--- src/sacc_pkg.sv ---
// package: register map, field layout and timing constants of the converter control block
package sacc_pkg;

  // ----------------------------------------------------------------
  // register map (byte addresses)
  // ----------------------------------------------------------------
  localparam int ADDR_W = 8;
  localparam logic [ADDR_W-1:0] STATUS_CONTROL_REG_ADDR = 8'h00;
  localparam logic [ADDR_W-1:0] CLOCK_CONFIG_REG_ADDR = 8'h04;
  localparam logic [ADDR_W-1:0] RESULT_HIGH_REG_ADDR = 8'h08;
  localparam logic [ADDR_W-1:0] RESULT_LOW_REG_ADDR = 8'h0C;

  // status_control_reg fields
  localparam int CHAN_LSB = 0;
  localparam int CHAN_W = 5;
  localparam int CONT_BIT = 5;
  localparam int IEN_BIT = 6;
  localparam int FLAG_BIT = 7;
  localparam logic [CHAN_W-1:0] CHAN_ALL_ONES = 5'h1F;
  localparam logic [CHAN_W-1:0] CHAN_RESET = 5'h1F;

  // clock_config_reg fields
  localparam int ICLK_BIT = 0;
  localparam int ASYNC_CLOCK_ENABLE_BIT = 1;
  localparam int DIV_LSB = 2;
  localparam int LSMP_BIT = 4;
  localparam int LPC_BIT = 5;
  localparam int MODE8_BIT = 6;
  localparam int CFG_W = 7;
  localparam logic [CFG_W-1:0] CFG_RESET = 7'h00;

  localparam int RES_W = 10;
  localparam logic [RES_W-1:0] RES_RESET = 10'h000;
  localparam logic [7:0] RES8_MAX = 8'hFF;

  localparam logic [1:0] RESP_OKAY = 2'h0;
  localparam logic [1:0] RESP_SLVERR = 2'h2;

  // ----------------------------------------------------------------
  // timing
  // ----------------------------------------------------------------
  localparam int CLK_HZ = 200_000_000;
  localparam int CLK_PERIOD_NS = 5;
  localparam int ASYNC_START_NS = 5000;
  localparam int ASYNC_START_CYC = (ASYNC_START_NS + CLK_PERIOD_NS - 1) / CLK_PERIOD_NS;
  localparam int ASYNC_HZ_NORMAL = 1_500_000;
  localparam int ASYNC_HZ_LOWPWR = 750_000;
  localparam int ASYNC_DIV_NORMAL = CLK_HZ / ASYNC_HZ_NORMAL;
  localparam int ASYNC_DIV_LOWPWR = CLK_HZ / ASYNC_HZ_LOWPWR;
  localparam int SYNC_BUS_CLKS = 3;
  localparam int QUAD_TICKS = 4;
  localparam int CNT_W = 11;

  // converter clocks of a first conversion, and how many fewer a follow-on takes
  localparam int CONVERTER_CLOCK_8_SHORT = 18;
  localparam int CONVERTER_CLOCK_8_LONG = 38;
  localparam int CONVERTER_CLOCK_10_SHORT = 21;
  localparam int CONVERTER_CLOCK_10_LONG = 41;
  localparam int CONVERTER_CLOCK_NEXT_SAVING = 2;

  typedef enum logic [3:0] {
    SACC_IDLE = 4'b0001,
    SACC_SYNC = 4'b0010,
    SACC_CONV = 4'b0100,
    SACC_SPARE = 4'b1000
  } sacc_state_e;

endpackage : sacc_pkg

--- src/sacc_top.sv ---
// module: conversion control of a 10-bit successive-approximation converter, AXI4-Lite slave
//
// Behaviour
// - async enable set: converter clocked from dedicated async source, running only while converting
// - select and async enable both clear: source is quad bus clock
// - select set, async enable clear: source is the bus clock
// - selected source divided by 1, 2, 4 or 8 per two-bit field
// - async clock 1-2 MHz normally, 0.5-1 MHz in low-power configuration
// - async clock keeps running in stop mode so conversion proceeds
// - 10-bit result spans high and low registers; 8-bit rounded into low only
// - write to status/control starts conversion unless channel field is all ones
// - no hardware trigger input; only software or continuous mode start conversions
// - continuous mode restarts after every transfer until aborted
// - single mode powers converter down after the conversion
// - completion transfers result and sets flag; irq only if enable set then
// - 10-bit with high read, low unread: block transfer, flag clear, drop result
// - blocked transfer starts another conversion in single or continuous mode
// - abort on status write, clock config write, reset, stop without async clock
// - abort keeps last results; reset returns result registers to reset values
// - reset or abort enters idle low-power state at once, clocks off
// - 8-bit short: 18 converter clocks plus 3 bus clocks, follow-on 16
// - 8-bit long: 38 converter clocks plus 3 bus clocks, follow-on 36
// - 10-bit short: 21 converter clocks plus 3 bus clocks, follow-on 19
// - 10-bit long: 41 converter clocks plus 3 bus clocks, follow-on 39
// - completion flag sets on every successful conversion whatever the irq enable
//
// Our own choices: the register offsets and the AXI4-Lite interface to the registers.
`timescale 1ns/1ps
module sacc_top (
  input wire logic clk,
  input wire logic rst_b,
  input wire logic [sacc_pkg::ADDR_W-1:0] s_axi_awaddr,
  input wire logic s_axi_awvalid,
  output logic s_axi_awready,
  input wire logic [31:0] s_axi_wdata,
  input wire logic [3:0] s_axi_wstrb,
  input wire logic s_axi_wvalid,
  output logic s_axi_wready,
  output logic [1:0] s_axi_bresp,
  output logic s_axi_bvalid,
  input wire logic s_axi_bready,
  input wire logic [sacc_pkg::ADDR_W-1:0] s_axi_araddr,
  input wire logic s_axi_arvalid,
  output logic s_axi_arready,
  output logic [31:0] s_axi_rdata,
  output logic [1:0] s_axi_rresp,
  output logic s_axi_rvalid,
  input wire logic s_axi_rready,
  input wire logic stop_mode,
  input wire logic [sacc_pkg::RES_W-1:0] conv_data,
  output logic conv_power,
  output logic async_osc_run,
  output logic [sacc_pkg::CHAN_W-1:0] mux_channel,
  output logic completion_irq
);
  import sacc_pkg::*;

  // ----------------------------------------------------------------
  // bus slave: write address and data taken in either order
  // ----------------------------------------------------------------
  logic aw_have_q;
  logic w_have_q;
  logic [ADDR_W-1:0] aw_addr_q;
  logic [31:0] w_data_q;
  logic [3:0] w_strb_q;
  logic bvalid_q;
  logic [1:0] bresp_q;
  logic arready_q;
  logic rvalid_q;
  logic [31:0] rdata_q;
  logic [1:0] rresp_q;
  logic do_wr;
  logic aw_take;
  logic w_take;
  logic rd_take;
  logic wr_map;

  assign aw_take = s_axi_awvalid && !aw_have_q;
  assign w_take = s_axi_wvalid && !w_have_q;
  assign do_wr = aw_have_q && w_have_q && !bvalid_q;
  assign rd_take = s_axi_arvalid && arready_q;
  assign wr_map = aw_addr_q == STATUS_CONTROL_REG_ADDR || aw_addr_q == CLOCK_CONFIG_REG_ADDR
                  || aw_addr_q == RESULT_HIGH_REG_ADDR || aw_addr_q == RESULT_LOW_REG_ADDR;

  always_ff @(posedge clk or negedge rst_b) begin
    if (!rst_b) begin
      aw_have_q <= 1'b0;
      w_have_q <= 1'b0;
      aw_addr_q <= '0;
      w_data_q <= '0;
      w_strb_q <= '0;
    end else begin
      if (do_wr) begin
        aw_have_q <= 1'b0;
        w_have_q <= 1'b0;
      end else begin
        if (aw_take) begin
          aw_have_q <= 1'b1;
          aw_addr_q <= s_axi_awaddr;
        end
        if (w_take) begin
          w_have_q <= 1'b1;
          w_data_q <= s_axi_wdata;
          w_strb_q <= s_axi_wstrb;
        end
      end
    end
  end

  // ready is low while a word is held, so it comes straight from the holding flops
  assign s_axi_awready = !aw_have_q;
  assign s_axi_wready = !w_have_q;

  always_ff @(posedge clk or negedge rst_b) begin
    if (!rst_b) begin
      bvalid_q <= 1'b0;
      bresp_q <= RESP_OKAY;
    end else if (do_wr) begin
      bvalid_q <= 1'b1;
      bresp_q <= wr_map ? RESP_OKAY : RESP_SLVERR;
    end else if (s_axi_bready) begin
      bvalid_q <= 1'b0;
    end
  end

  assign s_axi_bvalid = bvalid_q;
  assign s_axi_bresp = bresp_q;

  // ----------------------------------------------------------------
  // control registers
  // ----------------------------------------------------------------
  logic [CHAN_W-1:0] chan_q;
  logic cont_q;
  logic ien_q;
  logic [CFG_W-1:0] cfg_q;
  logic wr_sc;
  logic wr_ck;
  logic [CHAN_W-1:0] new_chan;

  assign wr_sc = do_wr && aw_addr_q == STATUS_CONTROL_REG_ADDR && w_strb_q[0];
  assign wr_ck = do_wr && aw_addr_q == CLOCK_CONFIG_REG_ADDR && w_strb_q[0];
  assign new_chan = w_data_q[CHAN_LSB +: CHAN_W];

  always_ff @(posedge clk or negedge rst_b) begin
    if (!rst_b) begin
      chan_q <= CHAN_RESET;
      cont_q <= 1'b0;
      ien_q <= 1'b0;
      cfg_q <= CFG_RESET;
    end else begin
      if (wr_sc) begin
        chan_q <= new_chan;
        cont_q <= w_data_q[CONT_BIT];
        ien_q <= w_data_q[IEN_BIT];
      end
      if (wr_ck) begin
        cfg_q <= w_data_q[CFG_W-1:0];
      end
    end
  end

  logic iclk;
  logic async_clock_enable;
  logic [1:0] div_sel;
  logic lsmp;
  logic lpc;
  logic mode8;
  assign iclk = cfg_q[ICLK_BIT];
  assign async_clock_enable = cfg_q[ASYNC_CLOCK_ENABLE_BIT];
  assign div_sel = cfg_q[DIV_LSB +: 2];
  assign lsmp = cfg_q[LSMP_BIT];
  assign lpc = cfg_q[LPC_BIT];
  assign mode8 = cfg_q[MODE8_BIT];

  // ----------------------------------------------------------------
  // converter clock: source ticks per bus cycle, divided by tick count
  // ----------------------------------------------------------------
  logic [8:0] async_cnt_q;
  logic async_tick;
  logic [2:0] step;
  logic [8:0] async_div;

  assign async_div = lpc ? 9'(ASYNC_DIV_LOWPWR) : 9'(ASYNC_DIV_NORMAL);
  assign async_tick = async_osc_run && async_cnt_q == async_div - 9'h001;

  // the dedicated oscillator only runs while a conversion holds it on; stop mode does not touch it
  always_ff @(posedge clk or negedge rst_b) begin
    if (!rst_b) begin
      async_cnt_q <= '0;
    end else if (!async_osc_run || async_tick) begin
      async_cnt_q <= '0;
    end else begin
      async_cnt_q <= async_cnt_q + 9'h001;
    end
  end

  always_comb begin
    if (async_clock_enable) begin
      step = async_tick ? 3'h1 : 3'h0;
    end else if (iclk) begin
      step = 3'h1;
    end else begin
      step = 3'(QUAD_TICKS);
    end
  end

  // ----------------------------------------------------------------
  // conversion sequencer
  // ----------------------------------------------------------------
  sacc_state_e state_q;
  sacc_state_e state_d;
  logic [CNT_W-1:0] cnt_q;
  logic [CNT_W-1:0] cnt_d;
  logic [CNT_W-1:0] converter_clock_first;
  logic [CNT_W-1:0] sync_len;
  logic hi_read_q;
  logic flag_q;
  logic flag_d;
  logic abort;
  logic conv_end;
  logic blocked;
  logic done_ok;
  logic rd_hi;
  logic rd_lo;

  always_comb begin
    case ({mode8, lsmp})
      2'b10: converter_clock_first = CNT_W'(CONVERTER_CLOCK_8_SHORT);
      2'b11: converter_clock_first = CNT_W'(CONVERTER_CLOCK_8_LONG);
      2'b00: converter_clock_first = CNT_W'(CONVERTER_CLOCK_10_SHORT);
      default: converter_clock_first = CNT_W'(CONVERTER_CLOCK_10_LONG);
    endcase
  end

  // async start-up time is paid before the first converter clock
  assign sync_len = async_clock_enable ? CNT_W'(SYNC_BUS_CLKS + ASYNC_START_CYC) : CNT_W'(SYNC_BUS_CLKS);
  assign abort = wr_ck || (stop_mode && !async_clock_enable);
  assign conv_end = state_q == SACC_CONV && step != 3'h0 && cnt_q <= CNT_W'(step);
  assign blocked = !mode8 && hi_read_q;
  assign done_ok = conv_end && !blocked && !wr_sc && !abort;

  always_comb begin
    state_d = state_q;
    cnt_d = cnt_q;
    if (wr_sc) begin
      // rewriting the channel always drops the running conversion first
      state_d = (new_chan != CHAN_ALL_ONES) ? SACC_SYNC : SACC_IDLE;
      cnt_d = sync_len;
    end else if (abort) begin
      state_d = SACC_IDLE;
      cnt_d = '0;
    end else begin
      case (state_q)
        SACC_IDLE: begin
          cnt_d = '0;
        end
        SACC_SYNC: begin
          if (cnt_q <= CNT_W'(1)) begin
            state_d = SACC_CONV;
            cnt_d = converter_clock_first << div_sel;
          end else begin
            cnt_d = cnt_q - CNT_W'(1);
          end
        end
        SACC_CONV: begin
          if (conv_end) begin
            if (blocked) begin
              state_d = SACC_SYNC;
              cnt_d = sync_len;
            end else if (cont_q) begin
              cnt_d = (converter_clock_first - CNT_W'(CONVERTER_CLOCK_NEXT_SAVING)) << div_sel;
            end else begin
              state_d = SACC_IDLE;
              cnt_d = '0;
            end
          end else begin
            cnt_d = cnt_q - CNT_W'(step);
          end
        end
        default: begin
          state_d = SACC_IDLE;
          cnt_d = '0;
        end
      endcase
    end
  end

  always_ff @(posedge clk or negedge rst_b) begin
    if (!rst_b) begin
      state_q <= SACC_IDLE;
      cnt_q <= '0;
    end else begin
      state_q <= state_d;
      cnt_q <= cnt_d;
    end
  end

  // ----------------------------------------------------------------
  // results and completion flag
  // ----------------------------------------------------------------
  logic [RES_W-1:0] res_q;
  logic [8:0] rounded;

  assign rounded = 9'(conv_data[RES_W-1:2]) + 9'(conv_data[1]);
  assign rd_hi = rd_take && s_axi_araddr == RESULT_HIGH_REG_ADDR;
  assign rd_lo = rd_take && s_axi_araddr == RESULT_LOW_REG_ADDR;

  // aborts never touch the result; only reset clears it
  always_ff @(posedge clk or negedge rst_b) begin
    if (!rst_b) begin
      res_q <= RES_RESET;
    end else if (done_ok) begin
      if (mode8) begin
        res_q <= RES_W'(rounded[8] ? RES8_MAX : rounded[7:0]);
      end else begin
        res_q <= conv_data;
      end
    end
  end

  always_ff @(posedge clk or negedge rst_b) begin
    if (!rst_b) begin
      hi_read_q <= 1'b0;
    end else if (rd_hi) begin
      hi_read_q <= 1'b1;
    end else if (rd_lo) begin
      hi_read_q <= 1'b0;
    end
  end

  // a completion in the same cycle as a low-result read keeps the flag set; a status write in that cycle drops the completion
  always_comb begin
    flag_d = flag_q;
    if (wr_sc || rd_lo) begin
      flag_d = 1'b0;
    end
    if (done_ok) begin
      flag_d = 1'b1;
    end
  end

  always_ff @(posedge clk or negedge rst_b) begin
    if (!rst_b) begin
      flag_q <= 1'b0;
      conv_power <= 1'b0;
      async_osc_run <= 1'b0;
      mux_channel <= CHAN_RESET;
      completion_irq <= 1'b0;
    end else begin
      flag_q <= flag_d;
      conv_power <= state_d != SACC_IDLE;
      async_osc_run <= state_d != SACC_IDLE && async_clock_enable;
      mux_channel <= wr_sc ? new_chan : chan_q;
      completion_irq <= flag_d && (wr_sc ? w_data_q[IEN_BIT] : ien_q);
    end
  end

  // ----------------------------------------------------------------
  // read channel
  // ----------------------------------------------------------------
  logic [31:0] rd_word;
  logic [1:0] rd_resp;

  always_comb begin
    rd_word = '0;
    rd_resp = RESP_OKAY;
    case (s_axi_araddr)
      STATUS_CONTROL_REG_ADDR: begin
        rd_word[CHAN_LSB +: CHAN_W] = chan_q;
        rd_word[CONT_BIT] = cont_q;
        rd_word[IEN_BIT] = ien_q;
        rd_word[FLAG_BIT] = flag_q;
      end
      CLOCK_CONFIG_REG_ADDR: rd_word[CFG_W-1:0] = cfg_q;
      RESULT_HIGH_REG_ADDR: rd_word[1:0] = mode8 ? 2'h0 : res_q[RES_W-1:8];
      RESULT_LOW_REG_ADDR: rd_word[7:0] = res_q[7:0];
      default: rd_resp = RESP_SLVERR;
    endcase
  end

  always_ff @(posedge clk or negedge rst_b) begin
    if (!rst_b) begin
      arready_q <= 1'b1;
      rvalid_q <= 1'b0;
      rdata_q <= '0;
      rresp_q <= RESP_OKAY;
    end else if (rd_take) begin
      arready_q <= 1'b0;
      rvalid_q <= 1'b1;
      rdata_q <= rd_word;
      rresp_q <= rd_resp;
    end else if (rvalid_q && s_axi_rready) begin
      arready_q <= 1'b1;
      rvalid_q <= 1'b0;
    end
  end

  assign s_axi_arready = arready_q;
  assign s_axi_rvalid = rvalid_q;
  assign s_axi_rdata = rdata_q;
  assign s_axi_rresp = rresp_q;

endmodule : sacc_top

--- config.mk ---
export PLATFORM = sky130hd
export DESIGN_NAME = sacc_top
export DESIGN_NICKNAME = d
export VERILOG_FILES = /design/src/sacc_pkg.sv /design/src/sacc_top.sv
export SDC_FILE = /design/constraint.sdc
export NUM_CORES = 1
export LEC_CHECK = 0
export BUFFER_PORTS_ARGS = -buffer_cell sky130_fd_sc_hd__buf_2
export CORE_AREA = 2 2 138 140
export DETAILED_ROUTE_END_ITERATION = 7
export DIE_AREA = 0 0 140 142
export PLACE_DENSITY = 0.56
export SYNTH_ARGS = -nofsm -noshare
export SYNTH_HDL_FRONTEND = slang
export SYNTH_SLANG_ARGS = --single-unit
export TNS_END_PERCENT = 30
--- constraint.sdc ---
create_clock -name clk -period 5.3 [get_ports clk]
set_input_delay 0.53 -clock clk [delete_from_list [all_inputs] [get_ports clk]]
set_output_delay 0.53 -clock clk [all_outputs]
set_load 0.01 [all_outputs]
==> results.sh, run 1 <==
export IMPL_grt_pass1_wl_microns=19900
export IMPL_syn_area_sq_um=5070
export IMPL_cpMaxStageDelayCell="or4b_4"
export IMPL_clock_skew_final_ps=10.8
export IMPL_numCtsBuffers=9
export IMPL_p_seq_share_pct=45.6
export IMPL_synth_compound_area_share_pct=14.8
export IMPL_ir_drop_mv=0.210
export IMPL_initial_core_util_pct=27.5
export IMPL_first_iter_violations=226
export IMPL_clock_path_buffers=2
export IMPL_synth_xor_area_share_pct=4.49
export IMPL_yosysWarnings=0
export IMPL_hold_viol_final=0
export IMPL_max_slew_margin_pct=52.6
export IMPL_combPwrFrac_pct=23.1
export IMPL_n_fill_cell=1960
export IMPL_gp_congestion=0.796
export IMPL_cp_max_fo=21
export IMPL_max_stage_delay_ps=640
export IMPL_clkTransAtPathRegs_ps=70
export IMPL_switching_share_pct=30.9
export IMPL_post_route_period_util_pct=59.7
export IMPL_rsz0062_at_grt="false"
export IMPL_critPathTopFamily="simple AND/OR/NAND/NOR gates"
export IMPL_regArea_sq_um=2110
export IMPL_start_kind="flip-flop"
export IMPL_intPower_mw=1.28
export IMPL_r2r_start="async_cnt_q[0]$_DFF_PN0_"
export IMPL_cts_tree="built"
export IMPL_avgSynthCellArea_sq_um=9.38
export IMPL_worstPathArrival_ps=3390
export IMPL_synth_edf_count=0
export IMPL_drv_cap=0
export IMPL_violations="design-rule violations"
export IMPL_met1_length_microns=5670
export IMPL_synth_fa_ha_area_share_pct=3.70
export IMPL_r2r_end="res_q[6]$_DFFE_PN0P_"
export IMPL_synth_simple_gate_area_share_pct=17.8
export IMPL_post_cts_buffers=0
export IMPL_synth_mux_area_share_pct=10.5
export IMPL_synthCells=541
export IMPL_die_w_microns=140
export IMPL_cts_root_buf="clkbuf_16"
export IMPL_synth_top_family_by_area="simple AND/OR/NAND/NOR gates"
export IMPL_worstPathRequired_ps=5520
export IMPL_reg2reg_depth=10
export IMPL_diodes=0
export IMPL_ctsHoldBuffers=0
export IMPL_finalMaxSlewViolations=0
export IMPL_clock_latency_ps=340
export IMPL_grt_usage_pct=12.4
export IMPL_fin_nets=679
export IMPL_top_layer_used="met4"
export IMPL_worst_slew_pin_slew_ps=711
export IMPL_wl_met3_microns=461
export IMPL_worst_path_buf_inv=0
export IMPL_syn2layout_area_growth_pct=13.8
export IMPL_cp_cell_sequence="and4b_1 -> a22o_1 -> a31oi_1 -> nor2_1 -> ha_1 -> nand2_1 -> a21oi_1 -> o21ai_1 -> or4b_4 -> mux2_2"
export IMPL_die_h_microns=142
export IMPL_holdCritPathClass="primary input to asynchronous set/reset pin"
export IMPL_grt_max_degree=59
export IMPL_drtPass1Iterations=8
export IMPL_crit_path_end_kind="flip-flop"
export IMPL_gr_total_overflow=0
export IMPL_powerDensity_nw_per_um2=322
export IMPL_post_route_drc_count=5
export IMPL_max_freq_mhz=316
export IMPL_multiInputGateArea_sq_um=2700
export IMPL_status="finished, violations left"
export IMPL_synth_ff_latch_count=84
export IMPL_yosysSeqAreaShare_pct=41.6
export IMPL_p_switching_uw=573
export IMPL_cts_htree_levels=3
export IMPL_pin_count=119
export IMPL_async_flop_share_pct=100
export IMPL_coreArea_sq_um=18500
export IMPL_mostFrequentLayoutCells="dfrtp_1, buf_2, nor2_1"
export IMPL_antenna_found_initial=0
export IMPL_power_frac_clock_pct=31.4
export IMPL_synthDistinctLibCells=60
export IMPL_num_rows=50
export IMPL_r2r_slack_ps=2140
export IMPL_wl_microns=11900
export IMPL_wire_per_inst_microns=14.3
export IMPL_post_route_min_period_ps=3160
export IMPL_die_area_sq_um=19900
export IMPL_layout_drive_gt1_share_pct=22.0
export IMPL_ant_nets=0
export IMPL_cellLeakagePower_nw=2.67
export IMPL_setup_viol=0
export IMPL_port_buffers=64
export IMPL_final_common_cell="dfrtp_1"
export IMPL_setup_tns_ps=0
export IMPL_dp_hpwl_microns=8970
export IMPL_cts_sinks=84
export IMPL_synth_ff_type="dfrtp_1"
export IMPL_route_met2_wl_microns=5630
export IMPL_post_cts_resized=0
export IMPL_via_count=3938
export IMPL_first_global_vias=3808
export IMPL_crit_type="flip-flop to flip-flop"
export IMPL_fin_util_pct=31.3
export IMPL_routed_via_density=4.73
## layout make-up
cell class / count / area share, %
Inverter: 15 / 0.976
Sequential cell: 84 / 36.6
Tap cell: 234 / 5.07
Clock buffer: 12 / 4.27
Clock inverter: 4 / 0.434
Timing Repair Buffer: 66 / 5.85
Multi-Input combinational cell: 418 / 46.8
## metrics by stage
step,cell area (sq um),power [mW],worst slack (ps),instances,hold WS (ps)
global route,5770,1.97,1910,833,125
detailed placement,5500,1.29,2150,817,465
global placement,5500,1.28,2190,817,457
CTS,5770,1.88,2130,833,104
finish,5770,1.86,2140,833,94.3
floorplan,5170,1.16,2490,567,234
## metal layers
metal  up-vias  global-route usage [%]
met3        12                    2.39
met2        76                    20.4
li1       1977                       -
met1      1873                    16.5
met4         0                    3.99
met5         -                       0
## cell usage after synthesis (4+ instances only)
cell type,count,share of area (%)
a211oi_1,6,0.89
a21o_1,4,0.59
a21oi_1,29,2.9
a22oi_1,4,0.59
a31oi_1,5,0.62
and2_1,6,0.74
and3_1,4,0.49
buf_4,27,4.0
clkbuf_1,19,1.4
dfrtp_1,77,38
dfstp_2,7,3.6
ha_1,15,3.7
inv_1,13,0.96
mux2_2,32,7.1
mux2i_1,17,3.4
nand2_1,49,3.6
nand2b_1,10,1.2
nand3_1,7,0.69
nand4_1,4,0.49
nor2_1,50,3.7
nor2b_1,7,0.86
nor3_1,11,1.1
nor4_1,4,0.49
o21a_1,4,0.59
o21ai_0,36,3.6
o22ai_1,11,1.4
or2_2,5,0.62
or3_1,4,0.49
or4_1,4,0.59
xnor2_1,8,1.4
xor2_1,18,3.1
## power by group through the flow
stage          combinational [mW]  sequential, mW  clock [mW]
5_1_grt                     0.484           0.865       0.624
4_1_cts                     0.434           0.848       0.601
6_report                    0.428           0.846       0.582
3_3_place_gp                0.425           0.857           0
3_5_place_dp                0.431           0.859           0
2_1_floorplan               0.335           0.824           0
## kinds of logic after synthesis
| kind of cell | Yosys count |
|---|---|
| other cells | 1 |
| compound gates | 122 |
| fa+ha+maj | 15 |
| flops | 84 |
| mux | 49 |
| buf+inv | 65 |
| xor+xnor | 26 |
| simple gates | 179 |
## worst max-delay path by stage
| stage | from | endpoint | slack [ps] | cells after the start |
|---|---|---|---|---|
| 2_1_floorplan | async_cnt_q[6]$_DFF_PN0_ | cnt_q[10]$_DFF_PN0_ | 2490 | 12 |
| 3_3_place_gp | async_cnt_q[0]$_DFF_PN0_ | res_q[6]$_DFFE_PN0P_ | 2190 | 10 |
| 3_5_place_dp | async_cnt_q[0]$_DFF_PN0_ | res_q[6]$_DFFE_PN0P_ | 2150 | 10 |
| 4_1_cts | async_cnt_q[0]$_DFF_PN0_ | res_q[6]$_DFFE_PN0P_ | 2130 | 10 |
| 5_1_grt | async_cnt_q[6]$_DFF_PN0_ | cnt_q[8]$_DFF_PN0_ | 1910 | 12 |
| 6_report | async_cnt_q[0]$_DFF_PN0_ | res_q[6]$_DFFE_PN0P_ | 2140 | 10 |
## sequential cells by signal, summed over array words and instances (netlist names), 4 cells and up
signal	flops
s_axi_rdata	8
w_data_q	7
async_cnt_q	9
state_q	4
cnt_q	11
cfg_q	7
mux_channel	5
aw_addr_q	8
res_q	10
No activity file was read; power rests on OpenSTA's default activity.
==> run 2, diff against run 1 <==
ABC_AREA = 1   (was default)
CORE_AREA = 2 2 140 142   (was 2 2 138 140)
DIE_AREA = 0 0 142 144   (was 0 0 140 142)
PLACE_DENSITY = 0.57   (was 0.56)
clock period = 2.65 ns   (was 5.3 ns; I/O delays follow)
==> run 2 against run 1 <==
- first-iteration DRC count grew 7.1%
- critical path type unchanged
- wire length grew 5.5%
- clock power grew 100%
- largest power group unchanged
- via count grew 15%
- global-route usage is essentially flat
- the flow now finishes without violations
- core utilization grew 0.87 points
==> results.sh, run 2 <==
export IMPL_clock_skew_final_ps=10.4
export IMPL_whs_ps=52.7
export IMPL_num_rows=51
export IMPL_worstPathArrival_ps=2750
export IMPL_antenna_found_initial=0
export IMPL_hold_viol_final=0
export IMPL_dpl_cell_count=987
export IMPL_ctsHoldBuffers=0
export IMPL_ant_nets=0
export IMPL_grt_usage_pct=12.4
export IMPL_yosysSeqAreaShare_pct=40.3
export IMPL_regMostFlops="cnt_q"
export IMPL_worst_path_buf_inv=1
export IMPL_design_area_sq_um=6130
export IMPL_status="finished clean"
export IMPL_synth_ff_type="dfrtp_1"
export IMPL_route_met2_wl_microns=6140
export IMPL_fin_cells=1007
export IMPL_startpoint="async_cnt_q[5]$_DFF_PN0_"
export IMPL_fin_util_pct=32.1
export IMPL_worstPathRequired_ps=2920
export IMPL_cpMostUsedCell="nand2_1"
export IMPL_clkTransAtPathRegs_ps=70
export IMPL_r2r_slack_ps=170
export IMPL_synth_most_common_cell="nand2_1"
export IMPL_initial_core_util_pct=27.4
export IMPL_n_fill_cell=2057
export IMPL_dp_slack_ps=50.5
export IMPL_wl_met3_microns=450
export IMPL_finalMaxSlewViolations=0
export IMPL_top_layer_used="met4"
export IMPL_dpl_cell_area_sq_um=5790
export IMPL_setup_viol=0
export IMPL_netlist_area_leader_share_pct=36.8
export IMPL_worst_slew_pin_slew_ps=928
export IMPL_yosys_area_top_type="dfrtp_1"
export IMPL_avgSynthCellArea_sq_um=7.64
export IMPL_critPathTopFamily="simple AND/OR/NAND/NOR gates"
export IMPL_r2r_start="async_cnt_q[5]$_DFF_PN0_"
export IMPL_grt_pass1_wl_microns=20300
export IMPL_crit_type="flip-flop to flip-flop"
export IMPL_gp_congestion=0.865
export IMPL_final_common_cell="nand2_1"
export IMPL_numCtsBuffers=9
export IMPL_cp_cell_sequence="nor2_1 -> nand2_1 -> nor2_2 -> nand4_1 -> a21boi_2 -> ha_2 -> nand2_1 -> nand2_2 -> nand2_1 -> a21oi_4 -> nand2_4 -> buf_4 -> nand2_1 -> nand2_1 -> o21ai_0 -> nand2_1 -> nand2_1"
export IMPL_synthCells=685
export IMPL_syn2layout_area_growth_pct=17.1
export IMPL_synth_edf_count=0
export IMPL_met1_length_microns=5880
export IMPL_setup_slack_ps=173
export IMPL_cellLeakagePower_nw=3.23
export IMPL_cts_htree_levels=3
export IMPL_setup_tns_ps=0
export IMPL_die_h_microns=144
export IMPL_max_slew_margin_pct=38.1
export IMPL_layout_drive_gt1_share_pct=19.4
export IMPL_drtPass1Iterations=4
export IMPL_cts_tree="built"
export IMPL_largest_reg_flops=11
export IMPL_top_regs="cnt_q: 11 flops, res_q: 10 flops, async_cnt_q: 9 flops"
export IMPL_cts_root_buf="clkbuf_16"
export IMPL_via_count=4512
export IMPL_cp_max_fo=11
export IMPL_cts_sinks=84
export IMPL_clock_path_buffers=2
export IMPL_first_iter_violations=242
export IMPL_first_global_vias=4157
export IMPL_synth_common_cells="nand2_1, inv_1, dfrtp_1, nor2_1, o21ai_0"
export IMPL_syn_area_sq_um=5240
export IMPL_post_route_min_period_ps=2480
export IMPL_synth_area_top_cells="dfrtp_1, nand2_1, inv_1"
export IMPL_clock_latency_ps=340
export IMPL_pin_count=119
export IMPL_start_kind="flip-flop"
export IMPL_fin_nets=849
export IMPL_gr_total_overflow=0
export IMPL_grt_max_degree=75
export IMPL_synthDistinctLibCells=46
export IMPL_max_freq_mhz=404
export IMPL_crit_path_end_kind="flip-flop"
export IMPL_mostFrequentLayoutCells="nand2_1, inv_1, dfrtp_1"
export IMPL_die_w_microns=142
export IMPL_post_route_drc_count=0
export IMPL_yosysWarnings=0
export IMPL_holdCritPathClass="primary input to asynchronous set/reset pin"
export IMPL_drv_cap=0
export IMPL_critical_path_endpoint="cnt_q[3]$_DFF_PN0_"
export IMPL_max_stage_delay_ps=410
export IMPL_ir_drop_mv=0.452
export IMPL_routed_via_density=4.48
export IMPL_r2r_end="cnt_q[3]$_DFF_PN0_"
export IMPL_powerDensity_nw_per_um2=745
export IMPL_die_area_sq_um=20400
export IMPL_reg2reg_depth=17
export IMPL_p_total_mw=4.57
export IMPL_dp_hpwl_microns=9650
export IMPL_wire_per_inst_microns=12.5
export IMPL_cpMaxStageDelayCell="dfrtp_1"
export IMPL_diodes=0
export IMPL_wl_microns=12600
export IMPL_cp_num_cells=17
export IMPL_coreArea_sq_um=19100
export IMPL_post_route_period_util_pct=93.5
export IMPL_async_flop_share_pct=100
export IMPL_synth_ff_latch_count=84
export IMPL_port_buffers=64
## run 2: cell types whose count changed after synthesis, sizes merged, moves of 22 or more
cell   change
inv       +76
o21ai     +25
mux2      -22
nand2    +116
nor2      +27
nand3     +24
## run 2: area by class of cell
class / instances / area (sq um) / area share, %
clock buffers: 12 / 246 / 4.02
inverters: 90 / 338 / 5.51
clock inverters: 4 / 33.8 / 0.551
repair buffers: 81 / 454 / 7.41
multi-input cells: 498 / 2650 / 43.2
flip-flops and latches: 84 / 2110 / 34.4
well taps: 238 / 298 / 4.86
## run 2: worst min-delay path by stage
stage | slack [ps] | cells after the start | to | start
2_1_floorplan | -30 | 0 | async_cnt_q[0]$_DFF_PN0_ | rst_b
3_3_place_gp | 450 | 2 | s_axi_bvalid$_DFFE_PN0P_ | s_axi_bready
3_5_place_dp | 460 | 2 | s_axi_rresp[1]$_DFFE_PN0P_ | s_axi_rresp[1]$_DFFE_PN0P_
4_1_cts | 100 | 1 | aw_addr_q[4]$_DFFE_PN0P_ | rst_b
5_1_grt | 110 | 2 | s_axi_bvalid$_DFFE_PN0P_ | s_axi_bready
6_report | 50 | 1 | s_axi_bvalid$_DFFE_PN0P_ | rst_b
## run 2: cell families (layout without fill, tap and decap cells)
kind of cell / count (synthesis) / in the layout / share of synthesized area [%]
xor+xnor: 18 / 18 / 3.01
other cells: 1 / 27 / 0.0716
compound gates: 122 / 122 / 13.6
buf+inv: 129 / 187 / 11.5
fa+ha+maj: 15 / 15 / 3.58
flops: 84 / 84 / 40.3
mux: 11 / 11 / 2.34
simple gates: 305 / 305 / 25.5
## run 2: repair_timing
action | in CTS | in global routing
gates resized for setup | 0 | 13
setup endpoints to repair | 0 | 28
buffers inserted | 0 | 4
## run 2: metal layers
metal,up-vias,GRT usage (%)
met3,5,2.25
met5,-,0
met1,2091,16.1
met2,94,21.2
li1,2322,-
met4,0,3.58
## run 2: where the power goes
| group | switching, mW | internal, mW |
|---|---|---|
| Combinational | 1.03 | 0.580 |
| Sequential | 0.211 | 1.57 |
| Clock | 0.509 | 0.668 |
| Total | 1.75 | 2.82 |
## run 2: worst reg2reg max path, cell delays in order (launching register included)
cell      delay, ps
dfrtp_1         410
nor2_1          110
nand2_1          70
nor2_2          100
nand4_1         170
a21boi_2        210
ha_2            200
nand2_1          70
nand2_2          90
nand2_1          90
a21oi_4         190
nand2_4         120
buf_4           200
nand2_1          60
nand2_1          40
o21ai_0         140
nand2_1          80
nand2_1          70
==> run 3, diff against run 2 <==
GPL_TIMING_DRIVEN = 0   (was default)
==> run 3 against run 2 <==
- register-to-register slack lost 60 ps
- die area is the same
- first-iteration DRC count grew 9.5%
- core utilization grew 1.2 points
- maximum frequency shrank 2.3%
- critical path depth shrank 1
- largest power group unchanged
- total power grew 1.5%
- flip-flop and latch count is the same
- clock power is essentially flat
- cell area grew 3.9%
- non-clock buffer count grew 27
==> results.sh, run 3 (synthesized netlist as in run 2, its figures left out) <==
export IMPL_grt_usage_pct=13.2
export IMPL_min_delay_start="s_axi_bready"
export IMPL_grt_pass1_wl_microns=21600
export IMPL_drtPass1Iterations=4
export IMPL_layout_drive_gt1_share_pct=22.4
export IMPL_cp_max_fo=10
export IMPL_pin_count=119
export IMPL_combPwrFrac_pct=35.7
export IMPL_r2r_end="res_q[5]$_DFFE_PN0P_"
export IMPL_first_global_vias=4365
export IMPL_post_route_min_period_ps=2530
export IMPL_rsz0062_at_grt="true"
export IMPL_max_slew_margin_pct=56.6
export IMPL_p_total_mw=4.64
export IMPL_wire_per_inst_microns=12.5
export IMPL_worst_path_buf_inv=1
export IMPL_fin_nets=876
export IMPL_cts_sinks=84
export IMPL_hold_path_depth=2
export IMPL_drv_cap=0
export IMPL_syn2layout_area_growth_pct=21.6
export IMPL_antenna_found_initial=0
export IMPL_critPathTopFamily="simple AND/OR/NAND/NOR gates"
export IMPL_crit_type="flip-flop to flip-flop"
export IMPL_setup_viol=0
export IMPL_hold_end="s_axi_bvalid$_DFFE_PN0P_"
export IMPL_worst_slew_pin_slew_ps=649
export IMPL_die_w_microns=142
export IMPL_worstPathRequired_ps=2870
export IMPL_numCtsBuffers=9
export IMPL_powerDensity_nw_per_um2=728
export IMPL_post_route_period_util_pct=95.6
export IMPL_crit_path_end_kind="flip-flop"
export IMPL_gp_congestion=0.908
export IMPL_status="finished clean"
export IMPL_r2r_slack_ps=120
export IMPL_clock_path_buffers=2
export IMPL_p_seq_share_pct=38.4
export IMPL_clkTransAtPathRegs_ps=70
export IMPL_r2r_start="async_cnt_q[5]$_DFF_PN0_"
export IMPL_ir_drop_mv=0.482
export IMPL_top_regs="cnt_q: 11 flops, res_q: 10 flops, async_cnt_q: 9 flops"
export IMPL_start_kind="flip-flop"
export IMPL_max_freq_mhz=395
export IMPL_ant_nets=0
export IMPL_intPower_mw=2.84
export IMPL_cts_htree_levels=3
export IMPL_worstPathArrival_ps=2760
export IMPL_regMostFlops="cnt_q"
export IMPL_cpMaxStageDelayCell="dfrtp_1"
export IMPL_initial_core_util_pct=27.4
export IMPL_cpMostUsedCell="nand2_2"
export IMPL_finalMaxSlewViolations=0
export IMPL_switching_share_pct=38.7
export IMPL_cts_root_buf="clkbuf_16"
export IMPL_wl_microns=13000
export IMPL_n_fill_cell=2069
export IMPL_power_frac_clock_pct=26.0
export IMPL_cts_tree="built"
export IMPL_dp_hpwl_microns=10200
export IMPL_reg2reg_depth=16
export IMPL_port_buffers=64
export IMPL_diodes=0
export IMPL_cp_cell_sequence="nor2_1 -> nand2_1 -> nor2_2 -> nand4_1 -> a21boi_2 -> ha_2 -> nand2_2 -> nand2_2 -> nand2_2 -> a21oi_4 -> nand2_4 -> nor2_8 -> nand2_4 -> buf_6 -> nand2_1 -> o21ai_2"
export IMPL_mostFrequentLayoutCells="nand2_1, inv_1, dfrtp_1"
export IMPL_largest_reg_flops=11
export IMPL_gr_total_overflow=0
export IMPL_cellLeakagePower_nw=3.37
export IMPL_routed_via_density=4.47
export IMPL_die_h_microns=144
export IMPL_via_count=4626
export IMPL_p_switching_mw=1.80
export IMPL_hold_viol_final=0
export IMPL_max_stage_delay_ps=420
export IMPL_setup_tns_ps=0
export IMPL_post_route_drc_count=0
export IMPL_first_iter_violations=265
export IMPL_holdCritPathClass="primary input to flip-flop"
export IMPL_coreArea_sq_um=19100
export IMPL_clock_skew_final_ps=8.08
export IMPL_num_rows=51
export IMPL_grt_max_degree=60
export IMPL_final_common_cell="nand2_1"
export IMPL_die_area_sq_um=20400
export IMPL_clock_latency_ps=340
run 3: routing by layer:
layer | vias up | track usage (%) | share of wire [%]
li1 | 2388 | - | -
met1 | 2142 | 17.3 | 47
met2 | 86 | 22.6 | 48
met3 | 10 | 1.85 | 3.5
met4 | 0 | 3.79 | 0.86
met5 | - | 0 | 0
run 3: how the worst max path moves through the flow:
stage                                         from                   end  slack, ps  cells past startpoint
after CTS                 async_cnt_q[5]$_DFF_PN0_  state_q[0]$_DFF_PN1_         50                     18
final                     async_cnt_q[5]$_DFF_PN0_  res_q[5]$_DFFE_PN0P_        120                     16
after floorplan           async_cnt_q[5]$_DFF_PN0_  res_q[6]$_DFFE_PN0P_        400                     16
after global routing      async_cnt_q[6]$_DFF_PN0_  res_q[4]$_DFFE_PN0P_        -90                     16
after global placement    async_cnt_q[5]$_DFF_PN0_  res_q[6]$_DFFE_PN0P_       -110                     16
after detailed placement  async_cnt_q[5]$_DFF_PN0_  res_q[6]$_DFFE_PN0P_       -160                     16
run 3: final cells by class:
type | count | area, sq um | area share, %
buffer | 39 | 267 | 4.18
sequential | 84 | 2110 | 33.2
clock buffer | 10 | 239 | 3.75
tap | 238 | 298 | 4.67
multi-input combinational | 498 | 2680 | 42.1
timing repair buffer | 69 | 387 | 6.07
clock inverter | 6 | 46.3 | 0.727
inverter | 90 | 338 | 5.30
run 3: power groups by stage:
| stage | registers (mW) | logic, mW | clock network (mW) |
|---|---|---|---|
| 6_report | 1.78 | 1.65 | 1.20 |
| 5_1_grt | 1.82 | 1.89 | 1.27 |
| 4_1_cts | 1.79 | 1.60 | 1.23 |
| 3_5_place_dp | 1.81 | 1.59 | 0 |
| 3_3_place_gp | 1.81 | 1.57 | 0 |
| 2_1_floorplan | 1.77 | 1.10 | 0 |
run 3: what timing repair did:
| item | in CTS | in global routing |
|---|---|---|
| gates resized for setup | 1 | 24 |
| endpoints found under the hold margin | 24 | 0 |
| hold buffers | 1 | 0 |
| buffers inserted | 2 | 1 |
| pin swaps | 1 | 10 |
| cloned | 0 | 0 |
| setup endpoints to repair | 22 | 28 |
run 3: stage by stage:
stage | hold slack, ps | cell area [sq um] | worst slack, ps | std cells | util (%)
3_5_place_dp | 212 | 5980 | -158 | 1014 | 31.4
2_1_floorplan | -30.6 | 5330 | 403 | 711 | -
6_report | 100 | 6370 | 116 | 1034 | 33.4
4_1_cts | 93.5 | 6290 | 54.3 | 1033 | 33.0
5_1_grt | 103 | 6370 | -87.9 | 1034 | 33.4
3_3_place_gp | 447 | 5950 | -105 | 1013 | 31.2
